File: src/gpio_pkg.sv
package gpio_pkg;

   // ==========================================================
   // Geometry
   localparam int NPORT = 6;
   localparam int NBIT  = 8;

   // ==========================================================
   // Register map, byte addresses on the plain register port
   localparam logic [7:0] DATA_OFS [NPORT] =
      '{8'h00, 8'h03, 8'h06, 8'h09, 8'h0C, 8'h0F};
   localparam logic [7:0] DIR_OFS  [NPORT] =
      '{8'h01, 8'h04, 8'h07, 8'h0A, 8'h0D, 8'h10};
   // Ports without an option register carry an address never decoded
   localparam logic [7:0] OPT_OFS  [NPORT] =
      '{8'h02, 8'hFF, 8'h08, 8'h0B, 8'h0E, 8'hFF};
   localparam logic [7:0] MISC_OFS = 8'h11;  // Sense fields, clock out
   localparam logic [7:0] STS_OFS  = 8'h12;  // Sticky event status
   localparam logic [7:0] MSK_OFS  = 8'h13;  // Event mask

   // ==========================================================
   // Misc register field positions
   localparam int SENSE0_LSB = 6;  // Bits 7:6, group zero
   localparam int MCO_BIT    = 5;  // Clock out enable
   localparam int SENSE1_LSB = 3;  // Bits 4:3, group one

   // ==========================================================
   // Per-port capabilities (bit p = port p, A..F)
   localparam logic [NPORT-1:0] HAS_OPT = 6'h1D;  // A, C, D, E
   localparam int GRP0_PORT = 0;                   // Port A
   localparam int GRP1_PORT = 3;                   // Port D
   localparam int PULLUP_PORT = 4;                 // Port E pin 5
   localparam int PULLUP_BIT  = 5;
   // Pins wired push-pull or open drain regardless of option
   localparam logic [NBIT-1:0] FORCE_PP [NPORT] =
      '{8'h00, 8'hFF, 8'hFF, 8'h00, 8'h00, 8'h8C};
   localparam logic [NBIT-1:0] FORCE_OD [NPORT] =
      '{8'h00, 8'h00, 8'h00, 8'h00, 8'h00, 8'h73};
   // Pin that carries the CPU clock when clock out is enabled
   localparam int CLKOUT_PORT = 5;
   localparam int CLKOUT_BIT  = 3;

   // ==========================================================
   // Reset value and sensitivity encodings
   localparam logic [7:0] REG_RESET = 8'h00;
   typedef enum logic [1:0] {
      SENSE_FALL_LOW = 2'h0,
      SENSE_RISE     = 2'h1,
      SENSE_FALL     = 2'h2,
      SENSE_BOTH     = 2'h3
   } sense_e;

   // ==========================================================
   // Carriers
   typedef logic [NPORT-1:0][NBIT-1:0] port_arr_t;
   typedef struct packed {
      port_arr_t in;   // Pad levels from outside
      port_arr_t out;  // Level driven when enabled
      port_arr_t oe;   // High while driving
   } pins_s;
   typedef struct packed {
      logic       wr;
      logic       rd;
      logic [7:0] addr;
      logic [7:0] wdata;
   } bus_req_s;

endpackage

File: src/gpio_ports_with_irq_sense.sv
// How it works
// - Port B: direction bit alone, input or push-pull
// - Data latch written even while pin inputs
// - Data read: latch if output, pin if input
// - Direction zero input, one output
// - Input option set enables interrupt capability on ports A and D
// - Output option clear open drain, set push-pull; port C pins stay push-pull either way
// - Ports without option use direction only
// - Port F output stages follow per-pin table
// - All port registers reset to zero
// - Port registers at consecutive byte addresses
// - Group zero sensitivity in misc bits 7:6
// - Group one sensitivity in misc bits 4:3
// - Sense writes only at interrupt level three
// - Clock out bit drives CPU clock out
// - Enabled group pins combined as AND
// - Pending cleared by vector fetch, sense change
// - Alternate function overrides port programming
//
// The plain strobed port was left to the implementer.
`timescale 1ns/100ps
`default_nettype none
module gpio_ports_with_irq_sense
   import gpio_pkg::*;
(
   // Clock and reset
   input  wire logic       core_clk_i,
   input  wire logic       rstn_i,
   // Register port
   input  wire bus_req_s   bus_i,
   output logic [7:0]      rdata_o,
   // CPU condition code mask bits, irq_mask_high and irq_mask_low
   input  wire logic [1:0] cc_irq_mask_i,
   // External interrupt requests and vector fetch acknowledge
   output logic [1:0]      ext_irq_req_o,
   input  wire logic [1:0] ext_irq_ack_i,
   // Alternate functions from on-chip peripherals
   input  wire port_arr_t  alt_en_i,
   input  wire port_arr_t  alt_out_i,
   // Pins
   input  wire port_arr_t  pin_i,
   output port_arr_t       pin_o,
   output port_arr_t       pin_oe_o,
   output logic            pullup_en_o,
   // Event interrupt
   output logic            irq_o
);

   // ==========================================================
   // Reset release synchroniser
   logic rst_s1_q;  // First stage, read only by second
   logic rst_n_q;   // Released reset used everywhere

   // Asynchronous assert, synchronous release
   always_ff @(posedge core_clk_i or negedge rstn_i) begin
      if (!rstn_i) begin
         rst_s1_q <= 1'b0;
         rst_n_q  <= 1'b0;
      end else begin
         rst_s1_q <= 1'b1;
         rst_n_q  <= rst_s1_q;
      end
   end

   // ==========================================================
   // State
   typedef struct packed {
      port_arr_t  data;     // Data latches
      port_arr_t  dir;      // Direction bits
      port_arr_t  opt;      // Option bits
      port_arr_t  syn1;     // Pin sync stage one
      port_arr_t  syn2;     // Pin sync stage two
      logic [1:0] sense0;   // Group zero sensitivity
      logic [1:0] sense1;   // Group one sensitivity
      logic       cpu_clock_out_enable;      // Clock out enable
      logic [1:0] prev;     // Last combined group levels
      logic [1:0] pend;     // Pending request latches
      logic [1:0] sts;      // Sticky event status
      logic [1:0] msk;      // Event mask
      logic [7:0] rdata;    // Read data, valid one cycle later
   } state_s;

   state_s q;  // Registered state
   state_s d;  // Next state

   // Group combine helpers
   logic [1:0]      grp_any;  // Any pin enabled in group
   logic [1:0]      grp_lvl;  // Combined group level
   logic [1:0]      grp_set;  // Detected event this cycle
   logic [1:0][1:0] grp_sns;  // Sensitivity per group
   logic            sense_ok; // Sense fields writable

   // ==========================================================
   // Next-state logic
   always_comb begin
      logic [7:0]      en0;
      logic [7:0]      en1;
      logic [1:0]      fall;
      logic [1:0]      rise;
      logic [1:0]      sns_chg;
      logic [1:0]      wr_s0;
      logic [1:0]      wr_s1;
      en0     = 8'h00;
      en1     = 8'h00;
      fall    = 2'h0;
      rise    = 2'h0;
      sns_chg = 2'h0;
      wr_s0   = 2'h0;
      wr_s1   = 2'h0;
      d       = q;
      // No event unless a sense mode below detects one
      grp_set = 2'h0;

      // Two flops ahead of any pin logic
      d.syn1 = pin_i;
      d.syn2 = q.syn1;

      // Input with option set is an interrupt source
      en0 = ~q.dir[GRP0_PORT] & q.opt[GRP0_PORT];
      en1 = ~q.dir[GRP1_PORT] & q.opt[GRP1_PORT];
      grp_any = {|en1, |en0};
      // Disabled pins read as high, so a low pin masks others
      grp_lvl = {&(q.syn2[GRP1_PORT] | ~en1),
                 &(q.syn2[GRP0_PORT] | ~en0)};
      grp_sns = {q.sense1, q.sense0};
      fall    = q.prev & ~grp_lvl;
      rise    = ~q.prev & grp_lvl;
      for (int g = 0; g < 2; g++) begin
         unique case (sense_e'(grp_sns[g]))
            SENSE_FALL_LOW: grp_set[g] = grp_any[g] & ~grp_lvl[g];
            SENSE_RISE:     grp_set[g] = grp_any[g] & rise[g];
            SENSE_FALL:     grp_set[g] = grp_any[g] & fall[g];
            SENSE_BOTH:     grp_set[g] = grp_any[g] & (rise[g] | fall[g]);
         endcase
      end
      d.prev = grp_lvl;

      // Register writes
      sense_ok = &cc_irq_mask_i;
      if (bus_i.wr) begin
         for (int p = 0; p < NPORT; p++) begin
            // Latch stored whatever the direction
            if (bus_i.addr == DATA_OFS[p]) begin
               d.data[p] = bus_i.wdata;
            end
            if (bus_i.addr == DIR_OFS[p]) begin
               d.dir[p] = bus_i.wdata;
            end
            // Absent option registers stay zero
            if (HAS_OPT[p] && bus_i.addr == OPT_OFS[p]) begin
               d.opt[p] = bus_i.wdata;
            end
         end
         if (bus_i.addr == MISC_OFS) begin
            d.cpu_clock_out_enable = bus_i.wdata[MCO_BIT];
            // Sense fields locked unless both mask bits set
            if (sense_ok) begin
               wr_s0    = bus_i.wdata[SENSE0_LSB +: 2];
               wr_s1    = bus_i.wdata[SENSE1_LSB +: 2];
               d.sense0 = wr_s0;
               d.sense1 = wr_s1;
               sns_chg  = {wr_s1 != q.sense1, wr_s0 != q.sense0};
            end
         end
         if (bus_i.addr == MSK_OFS) begin
            d.msk = bus_i.wdata[1:0];
         end
      end

      // Pending latch: set wins over fetch or sense clear
      d.pend = (q.pend & ~(ext_irq_ack_i | sns_chg)) | grp_set;

      // Sticky status, write one to clear, set wins
      if (bus_i.wr && bus_i.addr == STS_OFS) begin
         d.sts = (q.sts & ~bus_i.wdata[1:0]) | grp_set;
      end else begin
         d.sts = q.sts | grp_set;
      end

      // Read data, zero for unmapped addresses
      d.rdata = 8'h00;
      if (bus_i.rd) begin
         for (int p = 0; p < NPORT; p++) begin
            if (bus_i.addr == DATA_OFS[p]) begin
               d.rdata = (q.data[p] & q.dir[p]) |
                         (q.syn2[p] & ~q.dir[p]);
            end
            if (bus_i.addr == DIR_OFS[p]) begin
               d.rdata = q.dir[p];
            end
            if (HAS_OPT[p] && bus_i.addr == OPT_OFS[p]) begin
               d.rdata = q.opt[p];
            end
         end
         unique case (bus_i.addr)
            MISC_OFS: d.rdata = {q.sense0, q.cpu_clock_out_enable, q.sense1, 3'h0};
            STS_OFS:  d.rdata = {6'h00, q.sts};
            MSK_OFS:  d.rdata = {6'h00, q.msk};
            default:  d.rdata = d.rdata;
         endcase
      end
   end

   // ==========================================================
   // State register, all zero at reset
   always_ff @(posedge core_clk_i or negedge rst_n_q) begin
      if (!rst_n_q) begin
         q <= '0;
      end else begin
         q <= d;
      end
   end

   // ==========================================================
   // Pin drivers, one per pin
   for (genvar p = 0; p < NPORT; p++) begin : g_port
      for (genvar b = 0; b < NBIT; b++) begin : g_bit
         logic push_pull;  // Output stage mode
         // Option bit picks push-pull; fixed pins ignore it
         assign push_pull = FORCE_PP[p][b] |
                            (HAS_OPT[p] & q.opt[p][b] &
                             ~FORCE_OD[p][b]);
         always_comb begin
            if (p == CLKOUT_PORT && b == CLKOUT_BIT && q.cpu_clock_out_enable) begin
               // Clock routed straight out; glitch-free since the
               // enable changes only after a rising edge
               pin_oe_o[p][b] = 1'b1;
               pin_o[p][b]    = core_clk_i;
            end else if (alt_en_i[p][b]) begin
               // Peripheral owns the pin
               pin_oe_o[p][b] = 1'b1;
               pin_o[p][b]    = alt_out_i[p][b];
            end else if (q.dir[p][b]) begin
               if (push_pull) begin
                  pin_oe_o[p][b] = 1'b1;
                  pin_o[p][b]    = q.data[p][b];
               end else begin
                  // High side off: release instead of driving one
                  pin_oe_o[p][b] = ~q.data[p][b];
                  pin_o[p][b]    = 1'b0;
               end
            end else begin
               // Floating input
               pin_oe_o[p][b] = 1'b0;
               pin_o[p][b]    = 1'b0;
            end
         end
      end
   end

   // Port E pin 5 input option selects the pull-up, not an interrupt
   assign pullup_en_o = ~q.dir[PULLUP_PORT][PULLUP_BIT] &
                        q.opt[PULLUP_PORT][PULLUP_BIT];

   // ==========================================================
   // Outputs
   assign rdata_o       = q.rdata;
   assign ext_irq_req_o = q.pend;
   assign irq_o         = |(q.sts & q.msk);

   // ==========================================================
   // Checks
   // Pin stage and register port checks
   AST_PORTB_FLOAT: assert property (@(posedge core_clk_i)
      disable iff (!rst_n_q) (!q.dir[1][0] && !alt_en_i[1][0])
      |-> !pin_oe_o[1][0]) else $error("input pin driven");

   AST_PORTB_PP: assert property (@(posedge core_clk_i)
      disable iff (!rst_n_q) (q.dir[1][2] && !alt_en_i[1][2])
      |-> (pin_oe_o[1][2] && pin_o[1][2] == q.data[1][2]))
      else $error("port B not push-pull");

   AST_OPEN_DRAIN: assert property (@(posedge core_clk_i)
      disable iff (!rst_n_q)
      (q.dir[0][1] && !q.opt[0][1] && !alt_en_i[0][1])
      |-> (!pin_o[0][1] && pin_oe_o[0][1] == !q.data[0][1]))
      else $error("open drain drives high");

   AST_WR_STORE: assert property (@(posedge core_clk_i)
      disable iff (!rst_n_q) (bus_i.wr && bus_i.addr == DATA_OFS[2])
      |=> q.data[2] == $past(bus_i.wdata))
      else $error("latch write lost");

   AST_RD_MIX: assert property (@(posedge core_clk_i)
      disable iff (!rst_n_q) (bus_i.rd && bus_i.addr == DATA_OFS[0])
      |=> rdata_o == (($past(q.data[0]) & $past(q.dir[0])) |
                      ($past(q.syn2[0]) & ~$past(q.dir[0]))))
      else $error("data read wrong");

   // Absent option registers must never take a write
   AST_OPT_ABSENT: assert property (@(posedge core_clk_i)
      disable iff (!rst_n_q)
      q.opt[1] == REG_RESET && q.opt[5] == REG_RESET)
      else $error("absent option register written");

   // Only pin 5 of port E asks for the pull-up
   AST_PULLUP_OUT: assert property (@(posedge core_clk_i)
      disable iff (!rst_n_q) (q.opt[PULLUP_PORT][4] &&
      !q.opt[PULLUP_PORT][PULLUP_BIT]) |-> !pullup_en_o)
      else $error("pull-up from wrong pin");

   AST_ALT_PRIO: assert property (@(posedge core_clk_i)
      disable iff (!rst_n_q) alt_en_i[0][7]
      |-> (pin_oe_o[0][7] && pin_o[0][7] == alt_out_i[0][7]))
      else $error("alternate not in control");

   AST_MCO_PIN: assert property (@(posedge core_clk_i)
      disable iff (!rst_n_q) q.cpu_clock_out_enable |-> pin_oe_o[CLKOUT_PORT][CLKOUT_BIT])
      else $error("clock out not driven");

   // Interrupt detection checks
   AST_SENSE_LOCK: assert property (@(posedge core_clk_i)
      disable iff (!rst_n_q) (bus_i.wr && bus_i.addr == MISC_OFS &&
      cc_irq_mask_i != 2'h3) |=> $stable(q.sense0) && $stable(q.sense1))
      else $error("sense written below level 3");

   AST_ACK_CLR: assert property (@(posedge core_clk_i)
      disable iff (!rst_n_q) (ext_irq_ack_i[0] && !grp_set[0])
      |=> !ext_irq_req_o[0]) else $error("fetch left pending");

   AST_SENSE_CLR: assert property (@(posedge core_clk_i)
      disable iff (!rst_n_q) (bus_i.wr && bus_i.addr == MISC_OFS &&
      sense_ok && bus_i.wdata[SENSE0_LSB +: 2] != q.sense0 && !grp_set[0])
      |=> !ext_irq_req_o[0]) else $error("sense change kept pending");

   AST_LOW_LEVEL: assert property (@(posedge core_clk_i)
      disable iff (!rst_n_q) (q.sense0 == 2'h0 && grp_any[0] &&
      !grp_lvl[0]) |=> ext_irq_req_o[0] && q.sts[0])
      else $error("low level missed");

   AST_FALL_GRP1: assert property (@(posedge core_clk_i)
      disable iff (!rst_n_q) (q.sense1 == 2'h2 && grp_any[1] &&
      q.prev[1] && !grp_lvl[1]) |=> ext_irq_req_o[1] && q.sts[1])
      else $error("group one fall missed");

   // Second stage must only ever copy the first
   AST_SYNC_CHAIN: assert property (@(posedge core_clk_i)
      disable iff (!rst_n_q) q.syn2 == $past(q.syn1))
      else $error("pin sync skipped a stage");

   // ==========================================================
   // Coverage of the main scenarios
   COV_GRP0_EVENT: cover property (@(posedge core_clk_i)
      disable iff (!rst_n_q) grp_set[0] ##1 ext_irq_ack_i[0]);
   COV_GRP1_RISE: cover property (@(posedge core_clk_i)
      disable iff (!rst_n_q) q.sense1 == 2'h1 && grp_set[1]);
   COV_IRQ_OUT: cover property (@(posedge core_clk_i)
      disable iff (!rst_n_q) irq_o ##1 !irq_o);
   COV_REQ_DROP: cover property (@(posedge core_clk_i)
      disable iff (!rst_n_q) ext_irq_req_o[0] ##1 !ext_irq_req_o[0]);
   COV_ALT_PIN: cover property (@(posedge core_clk_i)
      disable iff (!rst_n_q) alt_en_i[2][0] && pin_oe_o[2][0]);

endmodule
`default_nettype wire

File: config.mk
export PLATFORM = sky130hd
export DESIGN_NAME = gpio_ports_with_irq_sense
export DESIGN_NICKNAME = d
export VERILOG_FILES = /design/src/gpio_pkg.sv /design/src/gpio_ports_with_irq_sense.sv
export SDC_FILE = /design/constraint.sdc
export NUM_CORES = 1
export LEC_CHECK = 0
export ABC_AREA = 1
export BUFFER_PORTS_ARGS = -buffer_cell sky130_fd_sc_hd__buf_2
export CAP_MARGIN = 5
export CORE_MARGIN = 4
export CORE_UTILIZATION = 53
export CTS_CLUSTER_SIZE = 24
export DETAILED_ROUTE_END_ITERATION = 8
export PLACE_DENSITY = 0.79
export SETUP_SLACK_MARGIN = 0.3
export SYNTH_ARGS = -nofsm -noshare
export SYNTH_HDL_FRONTEND = slang
export SYNTH_SLANG_ARGS = --single-unit
export TNS_END_PERCENT = 30
File: constraint.sdc
create_clock -name core_clk_i -period 10.3 [get_ports core_clk_i]
set_input_delay 1.03 -clock core_clk_i [delete_from_list [all_inputs] [get_ports core_clk_i]]
set_output_delay 1.03 -clock core_clk_i [all_outputs]
set_load 0.01 [all_outputs]
Word-level counts from Yosys, hierarchy flattened
Index checks and enable logic that the tools add are counted.
{"block": "word_totals", "ff_bits": 247, "out_inout_bits": 108, "word_cells": 440}
{"block": "classes", "eq_ne": 26, "muxes": 261, "bitwise_logic": 86, "reduce_logical": 29}
{"operator": "$mux W1", "count": 237}
{"operator": "$mux W8", "count": 17}
{"operator": "$and A8 B8 Y8", "count": 14}
{"operator": "$eq A8 B4 Y1 const B", "count": 8}
{"operator": "$not A8 Y8", "count": 8}
{"operator": "$or A8 B8 Y8", "count": 8}
{"operator": "$reduce_and A2 Y1", "count": 19}
{"operator": "$eq A8 B5 Y1 const B", "count": 4}
{"operator": "$not A1 Y1", "count": 32}
{"operator": "$eq A8 B3 Y1 const B", "count": 3}
{"operator": "$pmux W8 S3", "count": 1}
{"operator": "$eq A8 B2 Y1 const B", "count": 2}
{"operator": "$reduce_and A8 Y1", "count": 2}
{"operator": "$reduce_or A8 Y1", "count": 2}
{"operator": "$and A2 B2 Y2", "count": 5}
{"operator": "$and A1 B1 Y1", "count": 9}
{"operator": "$eq A2 B2 Y1 const B", "count": 4}
{"operator": "$eq A8 B1 Y1 const B", "count": 1}
{"operator": "$logic_not A8 Y1", "count": 1}
{"operator": "$mux W2", "count": 4}
{"operator": "$not A2 Y2", "count": 4}
{"operator": "$or A2 B2 Y2", "count": 4}
{"operator": "$pmux W1 S4", "count": 2}
{"operator": "$eq A2 B1 Y1 const B", "count": 2}
{"operator": "other kinds (6)", "count": 9}

Longest topological paths before layout
{"block": "depth", "word_depth": 21, "mapped_depth": 18, "ltp_nobuf": 18}

==> results.md <==
Outcome:
- The flow ran to the end, and the final reports show no timing, DRC or antenna violations.

Floorplanning:
- The total core area is about 20000 µm².
- The total number of placement rows is 52.
- The die boundary height is 153 µm.
- The initial core utilization is roughly 55%.
- The die area is ~23000 µm².
- For this design the top-level I/O count stands at approximately 280.
- The floorplan step set the die width to around 150 µm.

Finish:
- The net total in the final layout is roughly 1.8k.
- The fraction of final layout cells with drive strength greater than 1 is between 20% and 30%.
- The filler cell count in the final layout is 1688.
- The area growth from synthesis to layout is 22.3%.
- The finished cells cover 13700 µm².

Placement:
- The total placed instance area is roughly 13000 µm².
- During placement, the flow inserted port buffers numbering 275.
- The worst setup slack before clock tree synthesis is 3.89 ns.
- The routability congestion estimate from global placement is 0.961.
- After legalization and detailed placement, the total HPWL measured ~23 mm.

Power and ir drop:
- Dividing total power by cell area gives a power density of 166 nW/µm².
- The total power of the final layout is 2.27 mW.
- The static leakage is a little under 7 nW.
- VDD sags by at most 124 µV.

Timing:
- The number of pins with negative max-slew slack in the final report is 0.
- The post-layout worst setup margin is 3.62 ns.
- The setup TNS after final layout is 0 ns.
- Setup repair after global routing left no endpoint under its margin.
- The remaining max-slew budget at the tightest pin is roughly 33%.
- The slew at the pin closest to its max-slew limit is roughly 1 ns.
- Setup violations remaining at the end of the flow were counted as 0.
- The number of hold violations in the final report is 0.
- Final hold analysis gives a worst-case slack of 0.157 ns.
- The final setup skew is 0.0101 ns.

Min path:
- The type of the worst min-delay path is in -> async.

Global routing:
- The number of global-route vias before repair came to 9861.
- The first global-routing pass estimated roughly 51 mm of wire.
- The global-route congestion overflow total is 0.
- The global routing usage summed across all routing layers is between 20% and 30%.
- The maximum number of pins on one net before global-route repair is slightly above 80.
- The number of antenna violations at the first check in global routing came to 5.

Detailed routing:
- The met3 routed wirelength is 2.79 mm.
- In the routed design, unresolved DRC markers number 0.
- The highest metal layer used by the detailed router is met5.
- Detailed routing inserted a total of between 10k and 15k vias.
- The routed wire length is 31.9 mm.
- After detailed routing, the met2 layer carries between 15 and 20 mm of wire.
- After detailed routing, the number of vias per cell comes to around 5.4.
- After detailed routing, the average wire length per cell comes to between 15 and 20 µm.
- The first TritonRoute pass finished after 5 iterations.
- The count of nets left with antenna violations once routing finished came out at 0.
- After detailed routing, the wire length on met1 is 12.9 mm.
- The first routing iteration left around 900 violations.

Synthesis:
- The synthesized netlist occupies a cell area of about 11000 µm².
- The post-synthesis net count is about 1.5k.
- The flip-flop and latch count after synthesis is ~250.
- The count of synthesis-stage warnings from yosys is 0.
- For this run, the leading register cell type out of synthesis is dfrtp_1.
- The number of synthesized flops with an enable pin is 0.
- The share of synthesized flip-flops with an asynchronous set or reset is 100%.
- Yosys mapped the design onto 42 distinct sky130hd cell types.
- The synthesized netlist cell count is between 1k and 1.5k.
- Summing the sequential cell areas from Yosys gives between 50 and 60% of the chip area.
- Dividing the synthesized area by the synthesized cell count gives 8.33 µm².

CTS:
- The TritonCTS clock tree is built.
- After clock tree synthesis, the repair step resized 0 gates.
- The worst-skew pair later-pin latency is roughly 0.64 ns.
- For this design, the CTS-stage hold fixing added 0 buffers.
- Clock-pin slew was measured on the worst setup and hold paths at roughly 0.060 ns.
- In this run the post-CTS setup repair buffer count came out at 0.

Setup path:
- The worst-case reg-to-reg path depth is 10.
- Along the worst path, the maximum fanout reaches 2.
- The critical path class is clk -> out.
- The startpoint type of the worst setup path is a clock port.
- The endpoint class of the critical path is an output pin.
- The data required time at the worst endpoint is between 9 and 10 ns.
- At the worst endpoint, the arrival time is ~5.7 ns.

Job:
- The count of max-cap constraint violations is 0.
cell families after synthesis:
kind of cell / share of synthesized area [%]
other: 0.0335
AOI/OAI and AO/OA: 16.0
buffers and inverters: 7.04
and+or+nand+nor: 21.3
adders and majority gates: 0.448
DFF: 55.3
power by group:
part	switching (mW)	internal (mW)	leakage, nW
combinational	0.120	0.0749	3.17
sequential	0.0364	1.02	3.17
clock	0.391	0.625	0.472
registers in the layout (all words and copies together) (netlist names):
| name | count |
|---|---|
| grp_sns | 4 |
| ext_irq_req_o | 2 |
| g_port.g_bit.push_pull | 24 |
| rdata_o | 8 |
| d | 48 |
| rst_s1_q | 1 |
| q | 159 |
| rst_n_q | 1 |
placed cells by master, fill, tap and decap left out, drive strengths merged, types with 15 or more instances in the layout:
master | synthesis | routed
a21oi | 43 | 43
buf | 16 | 279
clkbuf | 27 | 41
dfrtp | 247 | 247
inv | 152 | 152
nand2 | 427 | 427
nand3 | 33 | 33
nand4 | 15 | 15
nor2 | 53 | 53
o211ai | 26 | 26
o21ai | 233 | 233
or2 | 27 | 27
through the flow:
step | cells | utilization, %
floorplan | 1342 | -
global placement | 1848 | 62.1
detailed placement | 1848 | 62.1
CTS | 1898 | 66.7
global route | 1901 | 66.7
finish | 1901 | 66.7
layout make-up:
class	count	area, µm²	share of cell area [%]
sequential	247	6180	45.2
multi-input combinational	900	4220	30.8
timing repair buffer	278	1400	10.2
clock buffer	42	857	6.27
inverter	152	573	4.19
tap	270	338	2.47
clock inverter	9	103	0.750
antenna	3	7.51	0.0549
routing by layer:
| metal | global-route usage, % | up-vias |
|---|---|---|
| li1 | - | 4907 |
| met1 | 36.1 | 4845 |
| met5 | 0 | - |
| met3 | 5.51 | 75 |
| met2 | 42.7 | 459 |
| met4 | 10.1 | 4 |
path summary, 6_finish.rpt:
path,from,end,slack [ns]
max in group asynchronous,rst_n_q$_DFF_PN0_,d[63]$_DFF_PN0_,8.04
min in group core_clk_i,d[22]$_DFF_PN0_,q[22]$_DFF_PN0_,0.34
max reg2reg,q[190]$_DFFE_PN0P_,q[11]$_DFF_PN0_,7.82
max,core_clk_i,pin_o[43],3.62
min,rstn_i,rst_n_q$_DFF_PN0_,0.16
min reg2reg,rst_n_q$_DFF_PN0_,d[41]$_DFF_PN0_,0.16
critical path, stage by stage:
cell       delay [ns]
clkbuf_16        0.12
clkbuf_16        0.13
nand2_1          0.05
o21ai_0          0.06
buf_2            0.14
cell usage after synthesis, drive strengths merged, types with 2 or more instances:
| cell type | instances | share of area [%] |
|---|---|---|
| a211o | 2 | 0.16 |
| a21o | 2 | 0.13 |
| a21oi | 43 | 1.9 |
| a22oi | 2 | 0.13 |
| a31oi | 6 | 0.34 |
| buf | 16 | 1.0 |
| clkbuf | 27 | 0.91 |
| dfrtp | 247 | 55 |
| ha | 4 | 0.45 |
| inv | 152 | 5.1 |
| nand2 | 427 | 14 |
| nand3 | 33 | 1.5 |
| nand4 | 15 | 0.84 |
| nor2 | 53 | 2.4 |
| nor3 | 6 | 0.31 |
| nor4 | 3 | 0.17 |
| o211ai | 26 | 1.7 |
| o21ai | 233 | 10 |
| o22ai | 6 | 0.34 |
| o31ai | 3 | 0.20 |
| or2 | 27 | 1.5 |
No activity file was read; power rests on OpenSTA's default activity.
